===== src/logic/pwm_stb_defines.vh =====
/*
 * Constants for the secondary time base and chop clock block:
 * register word indices, field positions, reset values and codes.
 * Assumes inclusion by bare name from each design file.
 */
`ifndef PWM_STB_DEFINES_VH
`define PWM_STB_DEFINES_VH

// Register word indices on the Wishbone bus (byte address bits 7:2)
`define OFS_SEC_PRESCALE      6'h00
`define OFS_SEC_PERIOD        6'h01
`define OFS_SEC_COMPARE       6'h02
`define OFS_CHOP_CONTROL      6'h03
`define OFS_PRI_PRESCALE      6'h04
`define OFS_MODULE_CONTROL    6'h05
`define OFS_COUNTER_STATUS    6'h06

// Field positions
`define PRESCALE_MSB          2
`define PRESCALE_LSB          0
`define COMPARE_MSB           15
`define COMPARE_LSB           3
`define CHOP_ON_BIT           15
`define CHOP_DIV_MSB          9
`define CHOP_DIV_LSB          3
`define MODULE_ON_BIT         0

// Reset values
`define PRESCALE_RESET        3'h0
`define PERIOD_RESET          16'hffff
`define COMPARE_RESET         13'h0000
`define CHOP_DIV_RESET        7'h00

// Prescale codes and terminal counts
`define DIV1                  3'h0
`define DIV2                  3'h1
`define DIV4                  3'h2
`define DIV8                  3'h3
`define DIV16                 3'h4
`define DIV32                 3'h5
`define DIV64                 3'h6
`define DIV_RESERVED          3'h7
`define LIM1                  6'h00
`define LIM2                  6'h01
`define LIM4                  6'h03
`define LIM8                  6'h07
`define LIM16                 6'h0f
`define LIM32                 6'h1f
`define LIM64                 6'h3f

// Chop half period is eight prescaled counts per divider step
`define CHOP_HALF_LOW         3'h7

`endif


===== src/logic/pwm_clock_prescaler.v =====
/*
 * Input clock prescaler: one tick per 1, 2, 4 ... 64 input clocks.
 * Assumes the select is stable while run_i is high.
 */
`timescale 1ns/1ps
`include "pwm_stb_defines.vh"

module pwm_clock_prescaler (
    input  wire       clk_i,
    input  wire       reset_n_i,
    input  wire       ce_i,
    input  wire       run_i,
    input  wire [2:0] select_i,
    output reg        tick_o
);

    reg  [5:0] count;
    reg  [5:0] limit;
    reg        active;

    // Terminal count for each code; reserved code yields no ticks
    always @*
    begin
        active = 1'b1;
        case (select_i)
            `DIV1:   limit = `LIM1;
            `DIV2:   limit = `LIM2;
            `DIV4:   limit = `LIM4;
            `DIV8:   limit = `LIM8;
            `DIV16:  limit = `LIM16;
            `DIV32:  limit = `LIM32;
            `DIV64:  limit = `LIM64;
            default:
            begin
                limit  = `LIM1;
                active = 1'b0;
            end
        endcase
    end

    // Divider counter, held clear while stopped
    always @(posedge clk_i or negedge reset_n_i)
    begin
        if (!reset_n_i)
        begin
            count  <= 6'h00;
            tick_o <= 1'b0;
        end
        else if (ce_i)
        begin
            if (!run_i || !active)
            begin
                count  <= 6'h00;
                tick_o <= 1'b0;
            end
            else if (count >= limit)  // >= recovers from a late select change
            begin
                count  <= 6'h00;
                tick_o <= 1'b1;
            end
            else
            begin
                count  <= count + 6'h01;
                tick_o <= 1'b0;
            end
        end
    end

endmodule // pwm_clock_prescaler


===== src/logic/pwm_chop_generator.v =====
/*
 * Chop clock generator: square wave of 16*(divider+1) prescaled ticks.
 * Assumes tick_i comes from the primary prescaler.
 */
`timescale 1ns/1ps
`include "pwm_stb_defines.vh"

module pwm_chop_generator (
    input  wire       clk_i,
    input  wire       reset_n_i,
    input  wire       ce_i,
    input  wire       enable_i,
    input  wire       tick_i,
    input  wire [6:0] divider_i,
    output reg        chop_o
);

    reg  [9:0] count;
    wire [9:0] half_limit;

    // Half period minus one is 8*(divider+1)-1
    assign half_limit = {divider_i, `CHOP_HALF_LOW};

    // Toggle on each half period; low and cleared while disabled
    always @(posedge clk_i or negedge reset_n_i)
    begin
        if (!reset_n_i)
        begin
            count  <= 10'h000;
            chop_o <= 1'b0;
        end
        else if (ce_i)
        begin
            if (!enable_i)
            begin
                count  <= 10'h000;
                chop_o <= 1'b0;
            end
            else if (tick_i)
            begin
                if (count >= half_limit)
                begin
                    count  <= 10'h000;
                    chop_o <= ~chop_o;
                end
                else
                begin
                    count <= count + 10'h001;
                end
            end
        end
    end

endmodule // pwm_chop_generator


===== src/logic/pwm_secondary_timebase_chop.v =====
/*
 * Secondary master time base and chop clock generator with a classic
 * Wishbone register slave. Assumes clk_i is the PWM input clock and
 * that software obeys the period and prescale programming limits.
 */
`timescale 1ns/1ps
`include "pwm_stb_defines.vh"

module pwm_secondary_timebase_chop (
    input  wire        clk_i,
    input  wire        reset_n_i,
    input  wire        ce_i,
    input  wire        wb_cyc_i,
    input  wire        wb_stb_i,
    input  wire        wb_we_i,
    input  wire [7:0]  wb_adr_i,
    input  wire [3:0]  wb_sel_i,
    input  wire [31:0] wb_dat_i,
    output reg  [31:0] wb_dat_o,
    output reg         wb_ack_o,
    output reg  [15:0] secondary_master_counter_o,
    output reg         special_event_o,
    output reg         period_wrap_o,
    output wire        chop_clock_o
);

    // Software visible state
    reg  [2:0]  sec_prescale_select;
    reg  [15:0] secondary_period_value;
    reg  [12:0] secondary_event_compare_value;
    reg         chop_generator_on;
    reg  [6:0]  chop_divider_value;
    reg  [2:0]  clock_prescale_select;
    reg         pwm_module_on;

    // Bus decode
    wire        bus_request;
    wire        bus_write;
    wire [5:0]  word_index;
    reg  [31:0] read_value;
    reg  [15:0] current_value;
    wire [15:0] merged_value;

    // Time base
    wire        sec_tick;
    wire        pri_tick;
    reg  [15:0] next_count;
    wire [15:0] compare_count;

    // Byte lane merge for the 16-bit registers
    function [15:0] merge_lanes;
        input [15:0] old_value;
        input [15:0] new_value;
        input [1:0]  lanes;
        begin
            merge_lanes[7:0]  = lanes[0] ? new_value[7:0]  : old_value[7:0];
            merge_lanes[15:8] = lanes[1] ? new_value[15:8] : old_value[15:8];
        end
    endfunction

    // One access per strobe; ack drops the cycle after it is given
    assign bus_request = wb_cyc_i && wb_stb_i && !wb_ack_o;
    assign bus_write   = bus_request && wb_we_i;
    assign word_index  = wb_adr_i[7:2];

    // Current register image, unused bits zero
    always @*
    begin
        current_value = 16'h0000;
        case (word_index)
            `OFS_SEC_PRESCALE:
                current_value[`PRESCALE_MSB:`PRESCALE_LSB] = sec_prescale_select;
            `OFS_SEC_PERIOD:
                current_value = secondary_period_value;
            `OFS_SEC_COMPARE:
                current_value[`COMPARE_MSB:`COMPARE_LSB] =
                    secondary_event_compare_value;
            `OFS_CHOP_CONTROL:
            begin
                current_value[`CHOP_ON_BIT] = chop_generator_on;
                current_value[`CHOP_DIV_MSB:`CHOP_DIV_LSB] = chop_divider_value;
            end
            `OFS_PRI_PRESCALE:
                current_value[`PRESCALE_MSB:`PRESCALE_LSB] = clock_prescale_select;
            `OFS_MODULE_CONTROL:
                current_value[`MODULE_ON_BIT] = pwm_module_on;
            `OFS_COUNTER_STATUS:
                current_value = secondary_master_counter_o;
            default:
                current_value = 16'h0000;  // Unmapped reads zero
        endcase
    end

    // Upper half of the bus word always reads zero
    always @*
    begin
        read_value = {16'h0000, current_value};
    end

    assign merged_value = merge_lanes(current_value, wb_dat_i[15:0], wb_sel_i[1:0]);

    // Wishbone answer, one cycle after the strobe
    always @(posedge clk_i or negedge reset_n_i)
    begin
        if (!reset_n_i)
        begin
            wb_ack_o <= 1'b0;
            wb_dat_o <= 32'h00000000;
        end
        else if (ce_i)
        begin
            wb_ack_o <= bus_request;
            if (bus_request && !wb_we_i)
                wb_dat_o <= read_value;
            else
                wb_dat_o <= 32'h00000000;
        end
    end

    // Register writes; unimplemented bits are simply not stored
    always @(posedge clk_i or negedge reset_n_i)
    begin
        if (!reset_n_i)
        begin
            sec_prescale_select           <= `PRESCALE_RESET;
            secondary_period_value        <= `PERIOD_RESET;
            secondary_event_compare_value <= `COMPARE_RESET;
            chop_generator_on             <= 1'b0;
            chop_divider_value            <= `CHOP_DIV_RESET;
            clock_prescale_select         <= `PRESCALE_RESET;
            pwm_module_on                 <= 1'b0;
        end
        else if (ce_i && bus_write)
        begin
            case (word_index)
                `OFS_SEC_PRESCALE:
                    sec_prescale_select <=
                        merged_value[`PRESCALE_MSB:`PRESCALE_LSB];
                `OFS_SEC_PERIOD:
                    secondary_period_value <= merged_value;
                `OFS_SEC_COMPARE:
                    secondary_event_compare_value <=
                        merged_value[`COMPARE_MSB:`COMPARE_LSB];
                `OFS_CHOP_CONTROL:
                begin
                    chop_generator_on  <= merged_value[`CHOP_ON_BIT];
                    chop_divider_value <=
                        merged_value[`CHOP_DIV_MSB:`CHOP_DIV_LSB];
                end
                `OFS_PRI_PRESCALE:
                    clock_prescale_select <=
                        merged_value[`PRESCALE_MSB:`PRESCALE_LSB];
                `OFS_MODULE_CONTROL:
                    pwm_module_on <= merged_value[`MODULE_ON_BIT];
                default:
                    pwm_module_on <= pwm_module_on;  // Status and unmapped ignore writes
            endcase
        end
    end

    // Secondary prescaler drives the secondary counter only
    pwm_clock_prescaler u_sec_prescaler (
        .clk_i     (clk_i),
        .reset_n_i (reset_n_i),
        .ce_i      (ce_i),
        .run_i     (pwm_module_on),
        .select_i  (sec_prescale_select),
        .tick_o    (sec_tick)
    );

    // Primary prescaler free of the module switch, so chop runs alone
    pwm_clock_prescaler u_pri_prescaler (
        .clk_i     (clk_i),
        .reset_n_i (reset_n_i),
        .ce_i      (ce_i),
        .run_i     (chop_generator_on),
        .select_i  (clock_prescale_select),
        .tick_o    (pri_tick)
    );

    pwm_chop_generator u_chop (
        .clk_i     (clk_i),
        .reset_n_i (reset_n_i),
        .ce_i      (ce_i),
        .enable_i  (chop_generator_on),
        .tick_i    (pri_tick),
        .divider_i (chop_divider_value),
        .chop_o    (chop_clock_o)
    );

    // Compare counts in steps of eight
    assign compare_count = {secondary_event_compare_value, 3'h0};

    // Next count; >= guards against a period lowered below the count
    always @*
    begin
        if (secondary_master_counter_o >= secondary_period_value)
            next_count = 16'h0000;
        else
            next_count = secondary_master_counter_o + 16'h0001;
    end

    // Secondary master counter with match and wrap pulses
    always @(posedge clk_i or negedge reset_n_i)
    begin
        if (!reset_n_i)
        begin
            secondary_master_counter_o <= 16'h0000;
            special_event_o            <= 1'b0;
            period_wrap_o              <= 1'b0;
        end
        else if (ce_i)
        begin
            if (!pwm_module_on)
            begin
                secondary_master_counter_o <= 16'h0000;
                special_event_o            <= 1'b0;
                period_wrap_o              <= 1'b0;
            end
            else if (sec_tick)
            begin
                secondary_master_counter_o <= next_count;
                special_event_o            <= (next_count == compare_count);
                period_wrap_o              <= (next_count == 16'h0000);
            end
            else
            begin
                special_event_o <= 1'b0;
                period_wrap_o   <= 1'b0;
            end
        end
    end

endmodule // pwm_secondary_timebase_chop


===== config.mk =====
export PLATFORM = sky130hd
export DESIGN_NAME = pwm_secondary_timebase_chop
export DESIGN_NICKNAME = d
export VERILOG_FILES = /design/src/logic/pwm_clock_prescaler.v /design/src/logic/pwm_chop_generator.v /design/src/logic/pwm_secondary_timebase_chop.v
export VERILOG_INCLUDE_DIRS = /design/src /design/src/logic
export SDC_FILE = /design/constraint.sdc
export NUM_CORES = 1
export LEC_CHECK = 0
export BUFFER_PORTS_ARGS = -buffer_cell sky130_fd_sc_hd__buf_2
export CORE_UTILIZATION = 50
export DETAILED_ROUTE_END_ITERATION = 16
export PLACE_DENSITY = 0.78
export SYNTH_ARGS = -nofsm -noshare
export SYNTH_HDL_FRONTEND = slang
export SYNTH_SLANG_ARGS = --single-unit

===== constraint.sdc =====
create_clock -name clk_i -period 2.9 [get_ports clk_i]
set_clock_uncertainty 0.05 [all_clocks]
set_input_delay 0.145 -clock clk_i [delete_from_list [all_inputs] [get_ports clk_i]]
set_output_delay 0.145 -clock clk_i [all_outputs]
set_load 0.05 [all_outputs]

==> After elaboration in Yosys (flattened, before gate mapping) <==
Cells that the tools add are included.
Widths: inputs -> output; s select.
{ "classes": {"n_eq_ne": 22, "muxes": 33, "n_reduce_logical": 28, "add_sub_neg": 4, "n_lt_le_gt_ge": 4, "bitwise": 1} }
{ "op_table": {"columns": ["operator", "count"], "rows": [
  ["$pmux 6 s6", 2],
  ["$mux 16", 4],
  ["$mux 10", 3],
  ["$pmux 7 s4", 1],
  ["$mux 6", 4],
  ["$eq 3x3->1 const B", 6],
  ["$eq 6x3->1 const B", 3],
  ["$add 16x1->16 const B", 1],
  ["$eq 16x16->1", 1],
  ["$ge 16x16->1", 1],
  ["$logic_not 16->1", 1],
  ["$mux 8", 2],
  ["$reduce_and 2->1", 8],
  ["$pmux 5 s3", 1],
  ["$reduce_or 7->1", 2],
  ["$mux 1", 13],
  ["$add 6x1->6 const B", 2],
  ["$eq 3x2->1 const B", 4],
  ["$eq 6x2->1 const B", 2],
  ["$ge 6x6->1", 2],
  ["$add 10x1->10 const B", 1],
  ["$ge 10x10->1", 1],
  ["$pmux 2 s4", 1],
  ["$eq 3x1->1 const B", 2],
  ["11 further kinds", 24]
]} }
{ "totals": {"out_inout_bits": 52, "ff_bits": 120, "inputBits": 50, "elab_cells": 110} }

==> Longest topological paths before layout <==
Gate-level depths: netlist (run 1).
{ "logic_depth": {"depth_word": 6, "ltp_mapped": 13, "mapped_depth_nobuf": 12} }

==> Hierarchy <==
Synthesis (run 1) repeated with hierarchy kept, for this count alone.
{ "unflattened": {"hier_cells": 695, "area_unflattened_um2": 6570.1} }
{ "modules_own_cells": {"columns": ["module", "n_inst", "area_each_um2", "cells_each"], "rows": [
  ["pwm_secondary_timebase_chop", 1, 4636.9, 492],
  ["pwm_clock_prescaler", 2, 584.3, 60],
  ["pwm_chop_generator", 1, 764.5, 83]
]} }

==> Worst setup path before layout (run 1) <==
No wires, ideal clock.
{ "synth_path": {"path_kind": "register to register", "from": "register secondary_master_counter_o[0]", "to": "register secondary_master_counter_o[8]", "required_time_ns": 2.739, "slack_ns": -0.049, "arrival_ns": 2.788, "path_stages_with_launch": 11, "n_path_buf": 2, "path_cell_list": "dfrtp_1 inv_1 ha_1 nand2b_1 a2111o_1 a311oi_1 o21ai_1 nand2b_1 clkbuf_1 buf_2 o41ai_1"} }
{ "synth_via": {"elab_chain_cells": 4, "word_cells_on_any_way": 5, "cone_classes": "add/sub (1); order compare (1); mux (3)"} }
{ "synth_lines": {"columns": ["element", "line", "source"], "rows": [
  ["start: declaration", "pwm_secondary_timebase_chop.v:21", "output reg [15:0] secondary_master_counter_o,"],
  ["start signal: assignment", "pwm_secondary_timebase_chop.v:222", "secondary_master_counter_o <= next_count;"],
  ["$add 16x1->16 or $ge 16x16->1 (tied branches)", "pwm_secondary_timebase_chop.v:200, pwm_secondary_timebase_chop.v:197", null],
  ["$mux 16 *", "pwm_secondary_timebase_chop.v:197", "if (secondary_master_counter_o >= secondary_period_value)"],
  ["$mux 16 *", "pwm_secondary_timebase_chop.v:220", "else if (sec_tick)"],
  ["$mux 16 *", "pwm_secondary_timebase_chop.v:214", "if (!pwm_module_on)"]
]} }
Every way passes the cells marked *; elsewhere a longest branch is shown, timed or not. The select of a mux whose other input is x is not followed.
A chain may end at the register's enable or synchronous reset.

==> Worst setup path after layout (run 1) <==
{ "layout_path": {"from": "register secondary_master_counter_o[1]", "to": "register special_event_o"} }
{ "layout_via": {"elab_chain_cells": 5, "word_cells_on_any_way": 6, "cone_classes": "add/sub (1); order compare (1); eq/ne (1); mux (3)"} }
{ "layout_lines": {"columns": ["element", "line", "source"], "rows": [
  ["$add 16x1->16 or $ge 16x16->1 (tied branches)", "pwm_secondary_timebase_chop.v:200, pwm_secondary_timebase_chop.v:197", null],
  ["$mux 16 *", "pwm_secondary_timebase_chop.v:197", null],
  ["$eq 16x16->1 *", "pwm_secondary_timebase_chop.v:223", "special_event_o <= (next_count == compare_count);"],
  ["$mux 1 *", "pwm_secondary_timebase_chop.v:220", null],
  ["$mux 1 *", "pwm_secondary_timebase_chop.v:214", null],
  ["end signal: assignment", "pwm_secondary_timebase_chop.v:223", null],
  ["end: declaration", "pwm_secondary_timebase_chop.v:22", "output reg special_event_o,"]
]} }
Every way passes the cells marked *; elsewhere a longest branch is shown, timed or not.

==> impl_metrics.yaml, run 1 <==
route:
  routed_length_on_met2_mm: 7.95
  drt_iter0_drc: 449
  wl_met1_mm: 7.15
  via_count: 5586
  met3WireLength_microns: 990
  dr.max_layer_used: "met4"
  wire_per_inst_microns: 17.7
  detail_route.first_pass.iterations: 5
  remaining_drc_errors: 0
  via_per_inst: 5.95
  route.antenna.remaining_nets: 0
  drt-total-wl_mm: 16.6
setup_path:
  reg2reg_setup_slack_ns: 0.10
  startpoint_type: "flop"
  cp_slowest_stage_delay_ns: 0.55
  r2r-start: "secondary_master_counter_o[1]$_DFFE_PN0P_"
  critPathMaxFanout: 7
  cpMaxStageDelayCell: "or4_1"
  timing.critical_path.arrival_ns: 3.03
  worst-r2r-cell-count: 9
  worst_r2r_endpoint: "special_event_o$_DFFE_PN0P_"
  worst-setup-path-type: "flop to flop"
  crit_path_cell_trace: "ha_2, inv_1, or4_1, xor2_1, nor4bb_1, a31oi_1, o32ai_1, o2111ai_1, o21ai_1"
  critPathCaptureType: "flop"
  cp.required_ns: 3.14
floorplan:
  die_h_microns: 117
  floorplan.die_area_sq_mm: 0.0136
  top_level_ports: 102
  die_w_microns: 117
  rows: 41
  fp.coreArea_sq_mm: 0.0127
  start_util: 0.517
clock_tree:
  path_clk_slew_ns: 0.07
  clkLatencyLatePin_ns: 0.36
  number_of_setup_buffers_added_after_cts: 0
  cts_sinks: 104
  clock-root-buffer: "clkbuf_16"
  numCtsBuffers: 9
  cts_tree: "yes"
  cts_htree_levels: 3
  cts_buffer_depth: 2
yosys:
  ys_dominant_reg_cell: "dfrtp_1"
  post_synth_instance_area_sq_mm: 0.00658
  synth.yosys.warnings: 0
  synth_sequential_area_ratio: 0.399
  synth.ff_latch_count: 104
  syn_avg_cell_area_sq_um: 9.40
  postSynthCellCount: 700
  postSynth.asyncResetShare: 1.00
  post_synth_edffs: 0
  synth.distinct_cells: 68
finish:
  layout.nets: 851
  n_antenna_cell: 0
  post_route_cells_drive_above_1_share: 0.215
  finalCoreUtilization: 0.585
  mostFrequentLayoutCell: "dfrtp_1"
  syn2layout_area_growth_pct: 13.1
  n_fill_cell: 1087
  most-common-layout-cells: "dfrtp_1, nand2_1, buf_2, o21ai_0, inv_1"
hold_path:
  hold_depth: 4
  hold_path_end: "wb_dat_o[0]$_DFFE_PN0P_"
  min_from: "wb_we_i"
  worst_hold_path_type: "input port to flop"
power:
  fin_total_pwr_uw: 2920
  p_leak_uw: 0.00344
  power_per_unit_of_standard_cell_area_mw_per_mm2: 392
  peakVddDrop_v: 0.000279
global_route:
  grt_pass1_wl_mm: 26.4
  vias_in_the_first_global_route: 5288
  grt_use_total: 0.256
  grt_antenna_before_repair: 0
  maximum_number_of_pins_on_one_net_before_global_route_repair: 63
  grt.overflow.total: 0
sta:
  final_critical_path_setup_slack_ns: 0.104
  min_period_over_period: 0.964
  worst_slew_margin: 0.450
  tightestPinTransition_ns: 0.823
  finalHoldViolations: 0
  report.final.slew_viol_count: 0
  layout_min_cycle_time_ns: 2.80
  endpoints_failing_setup: 0
  fmax_ghz: 0.358
  final.setup.tns_ns: 0
placed_design:
  port-buffer-count: 65
  dpl.hpwl_mm: 12.0
  routabilityCongestion: 0.905
  post-place-ws_ns: 0.0566
job:
  maxCapViolations: 0
status:
  run_status: "finished, final reports clean"
worst max-delay path by stage:
stage | from | end
after floorplan | sec_prescale_select[1]$_DFFE_PN0P_ | u_sec_prescaler.count[3]$_DFFE_PN0P_
after global placement | sec_prescale_select[0]$_DFFE_PN0P_ | u_sec_prescaler.count[3]$_DFFE_PN0P_
after detailed placement | secondary_master_counter_o[1]$_DFFE_PN0P_ | special_event_o$_DFFE_PN0P_
after CTS | secondary_master_counter_o[1]$_DFFE_PN0P_ | special_event_o$_DFFE_PN0P_
after global routing | secondary_period_value[11]$_DFFE_PN1P_ | secondary_master_counter_o[11]$_DFFE_PN0P_
final | secondary_master_counter_o[1]$_DFFE_PN0P_ | special_event_o$_DFFE_PN0P_
flip-flops by register name (all words and copies together), names as in the netlist, 3 cells and up:
register and cells:
secondary_event_compare_value 13, u_pri_prescaler.count 6, u_sec_prescaler.count 6, secondary_period_value 16, wb_dat_o 16, chop_divider_value 7
sec_prescale_select 3, u_chop.count 10, secondary_master_counter_o 16, clock_prescale_select 3
cell type report:
type / count / area, sq um / area share
inverter: 42 / 158 / 0.0212
clock buffer: 11 / 253 / 0.0340
sequential: 104 / 2630 / 0.353
tap: 172 / 215 / 0.0289
multi-input combinational: 514 / 3590 / 0.483
clock inverter: 5 / 38.8 / 0.00521
timing repair buffer: 91 / 554 / 0.0745
kinds of logic after synthesis:
logic type,count (synthesis),synth area share
simple gates,201,0.157
other cells,1,0.000570
buf+inv,97,0.0658
xor+xnor,37,0.0493
fa+ha+maj,39,0.0742
flops,104,0.399
compound gates,179,0.186
mux,42,0.0685
synth_stat cells (all sizes together) (2+ instances only):
cell,number,area share
xnor2,15,0.020
buf,25,0.025
mux2,24,0.041
a31oi,5,0.0048
nand3b,3,0.0034
clkbuf,30,0.017
and2,3,0.0029
a41oi,2,0.0027
nand2b,13,0.012
o211ai,2,0.0023
o2bb2ai,6,0.0080
mux2i,18,0.027
or3,2,0.0019
o32ai,4,0.0053
o21a,2,0.0023
inv,42,0.024
o22ai,2,0.0019
a22o,25,0.033
o21ai,61,0.046
nor2b,4,0.0038
nor3,13,0.011
dfrtp,88,0.33
and4,2,0.0027
nand2,68,0.039
o31ai,6,0.0068
nor2,36,0.021
o41ai,2,0.0027
nor4b,3,0.0040
nor4,5,0.0089
nor3b,2,0.0023
a21oi,22,0.017
nand4,7,0.0089
nand3,28,0.022
and3,5,0.0048
a221o,9,0.014
o2111ai,2,0.0027
dfstp,16,0.064
a21o,14,0.016
xor2,22,0.029
a22oi,6,0.0068
ha,39,0.074
layer usage:
layer / track usage / up-vias
met5: 0 / -
met4: 0.108 / 0
met3: 0.0426 / 32
met2: 0.418 / 229
met1: 0.336 / 2726
li1: - / 2599
stage by stage:
step	hold WS, ns	cell area (sq um)	instances
global route	0.0928	7440	939
floorplan	-0.201	6640	715
global placement	0.237	7120	922
detailed placement	0.239	7120	922
finish	0.0623	7440	939
CTS	0.0652	7420	939
power breakdown:
| group | total (uW) | switching, uW | internal (uW) | leakage (uW) |
|---|---|---|---|---|
| logic | 241 | 169 | 71.3 | 0.00191 |
| registers | 1470 | 10.5 | 1460 | 0.00139 |
| clock network | 1200 | 568 | 636 | 0.000143 |
| total | 2920 | 748 | 2170 | 0.00344 |
worst max-delay path, delay by kind of cell (launching register included):
kind | cells | cell delay [ns]
AND/OR/NAND/NOR | 2 | 0.91
buffers and inverters | 1 | 0.10
adder cells (fa/ha/maj) | 1 | 0.34
AO/OA/AOI/OAI | 4 | 0.52
flip-flops | 1 | 0.46
XOR/XNOR | 1 | 0.35
repair_timing:
action / 4_1_cts / 5_1_grt
hold buffers: 1 / 0
endpoints found under the hold margin: 50 / 0
setup endpoints to repair: 0 / 7
gates resized for setup: 0 / 7
Power figures use the tool's default switching activity.
==> inputs of run 2 (changes only) <==
Settings changed: REMOVE_ABC_BUFFERS from default to 1.
==> impl_metrics.yaml, run 2 (same netlist as run 1, synthesis figures left out) <==
status:
  run_status: "finished, final reports clean"
floorplan:
  top_level_ports: 102
  die_h_microns: 117
  fp.coreArea_sq_mm: 0.0127
  die_w_microns: 117
  start_util: 0.517
  rows: 41
  floorplan.die_area_sq_mm: 0.0136
clock_tree:
  path_clk_slew_ns: 0.07
  clkLatencyLatePin_ns: 0.36
  cts_tree: "yes"
  cts_sinks: 104
  numCtsBuffers: 9
  clock-root-buffer: "clkbuf_16"
  cts_buffer_depth: 2
  cts_htree_levels: 3
sta:
  rsz0062_at_grt: "yes"
  tightestPinTransition_ns: 1.15
  worst_slew_margin: 0.229
  endpoints_failing_setup: 0
  hold-worst-slack_ns: 0.0565
  fmax_ghz: 0.360
  min_period_over_period: 0.958
  layout_min_cycle_time_ns: 2.78
  report.final.slew_viol_count: 0
  finalHoldViolations: 0
  final_critical_path_setup_slack_ns: 0.123
  final.setup.tns_ns: 0
setup_path:
  critPathMaxFanout: 5
  r2r-start: "sec_prescale_select[0]$_DFFE_PN0P_"
  critPathCaptureType: "flop"
  crit_path_cell_trace: "or3_1, and2_1, ha_1, nand2b_1, a21o_1, a21o_1, a21o_1, a21o_1, a211oi_4, a41oi_2, a31oi_1"
  worst_r2r_endpoint: "u_sec_prescaler.count[3]$_DFFE_PN0P_"
  cpMaxStageDelayCell: "dfrtp_1"
  startpoint: "sec_prescale_select[0]$_DFFE_PN0P_"
  worst_path_most_repeated_cell: "a21o_1"
  worst-r2r-cell-count: 11
  cp-endpoint: "u_sec_prescaler.count[3]$_DFFE_PN0P_"
  cp.required_ns: 3.13
  startpoint_type: "flop"
  reg2reg_setup_slack_ns: 0.12
  worst-path-buf-inv: 0
  timing.critical_path.arrival_ns: 3.01
  cp_slowest_stage_delay_ns: 0.38
  worst-setup-path-type: "flop to flop"
  cp_top_family: "compound AO/OA/AOI/OAI gates"
  worst-path-stages: 11
global_route:
  vias_in_the_first_global_route: 5429
  grt.overflow.total: 0
  grt_pass1_wl_mm: 26.9
  grt_antenna_before_repair: 0
  maximum_number_of_pins_on_one_net_before_global_route_repair: 65
  grt_use_total: 0.258
job:
  maxCapViolations: 0
placed_design:
  dpl.hpwl_mm: 12.1
  post-place-ws_ns: 0.0202
  routabilityCongestion: 0.859
  port-buffer-count: 65
  dp_cells: 924
route:
  wire_per_inst_microns: 17.5
  drt-total-wl_mm: 16.5
  via_count: 5601
  route.antenna.remaining_nets: 0
  drt_iter0_drc: 457
  detail_route.first_pass.iterations: 5
  via_per_inst: 5.95
  remaining_drc_errors: 0
hold_path:
  worst_hold_path_type: "input port to flop"
finish:
  n_antenna_cell: 0
  fin_cells: 941
  layout.nets: 853
  n_fill_cell: 1104
  post_route_cells_drive_above_1_share: 0.217
  syn2layout_area_growth_pct: 13.8
  mostFrequentLayoutCell: "dfrtp_1"
  top_regs: "secondary_master_counter_o (16), secondary_period_value (16), wb_dat_o (16)"
  most-common-layout-cells: "dfrtp_1, nand2_1, buf_2, o21ai_0, inv_1"
power:
  power_per_unit_of_standard_cell_area_mw_per_mm2: 408
  p_leak_uw: 0.00347
  fin_total_pwr_uw: 3050
  peakVddDrop_v: 0.000265
run 2: cell type report:
| cell class | count | area [sq um] | area share |
|---|---|---|---|
| flip-flops and latches | 104 | 2630 | 0.351 |
| clock buffers | 11 | 243 | 0.0324 |
| clock inverters | 5 | 78.8 | 0.0105 |
| well taps | 172 | 215 | 0.0288 |
| repair buffers | 93 | 553 | 0.0739 |
| multi-input cells | 514 | 3610 | 0.482 |
| inverters | 42 | 158 | 0.0211 |
run 2: report_power, final:
| part | switching, uW | leakage, uW | internal (uW) |
|---|---|---|---|
| registers | 10.6 | 0.00139 | 1460 |
| clock network | 565 | 0.000160 | 782 |
| logic | 167 | 0.00192 | 64.3 |
| total | 742 | 0.00347 | 2310 |
run 2: worst min-delay path by stage:
stage	startpoint	endpoint	cells after the start
3_3_place_gp	reset_n_i	u_pri_prescaler.count[3]$_DFFE_PN0P_	1
5_1_grt	wb_we_i	wb_dat_o[0]$_DFFE_PN0P_	4
2_1_floorplan	reset_n_i	chop_divider_value[0]$_DFFE_PN0P_	0
3_5_place_dp	reset_n_i	u_pri_prescaler.count[2]$_DFFE_PN0P_	1
6_report	wb_we_i	wb_dat_o[0]$_DFFE_PN0P_	4
4_1_cts	wb_we_i	wb_dat_o[0]$_DFFE_PN0P_	4
run 2: worst register-to-register path, delay by kind of cell, from the launching register on:
kind                       cells  cell delay, ns
and+or+nand+nor                3            0.67
adders and majority gates      1            0.25
AOI/OAI and AO/OA              7            1.35
DFF                            1            0.38
run 2: repair_timing:
action	CTS	global route
buffers inserted	0	0
hold endpoints to repair	37	0
setup endpoints to repair	0	10
hold buffers	1	0
gates resized for setup	0	9
run 2: stage by stage:
step | instance area [sq um] | util
after detailed placement | 7120 | 0.559
after floorplan | 6360 | -
after global placement | 7120 | 0.559
after CTS | 7450 | 0.585
after global routing | 7480 | 0.588
final | 7480 | 0.588
run 2: metal layers:
metal  share of wire  wire (microns)  track usage  up-vias
li1                -               -            -     2604
met1            0.43            7120        0.341     2767
met2            0.49            8090        0.430      199
met3           0.059             976       0.0457       31
met4           0.020             325       0.0819        0
met5               0               0            0        -
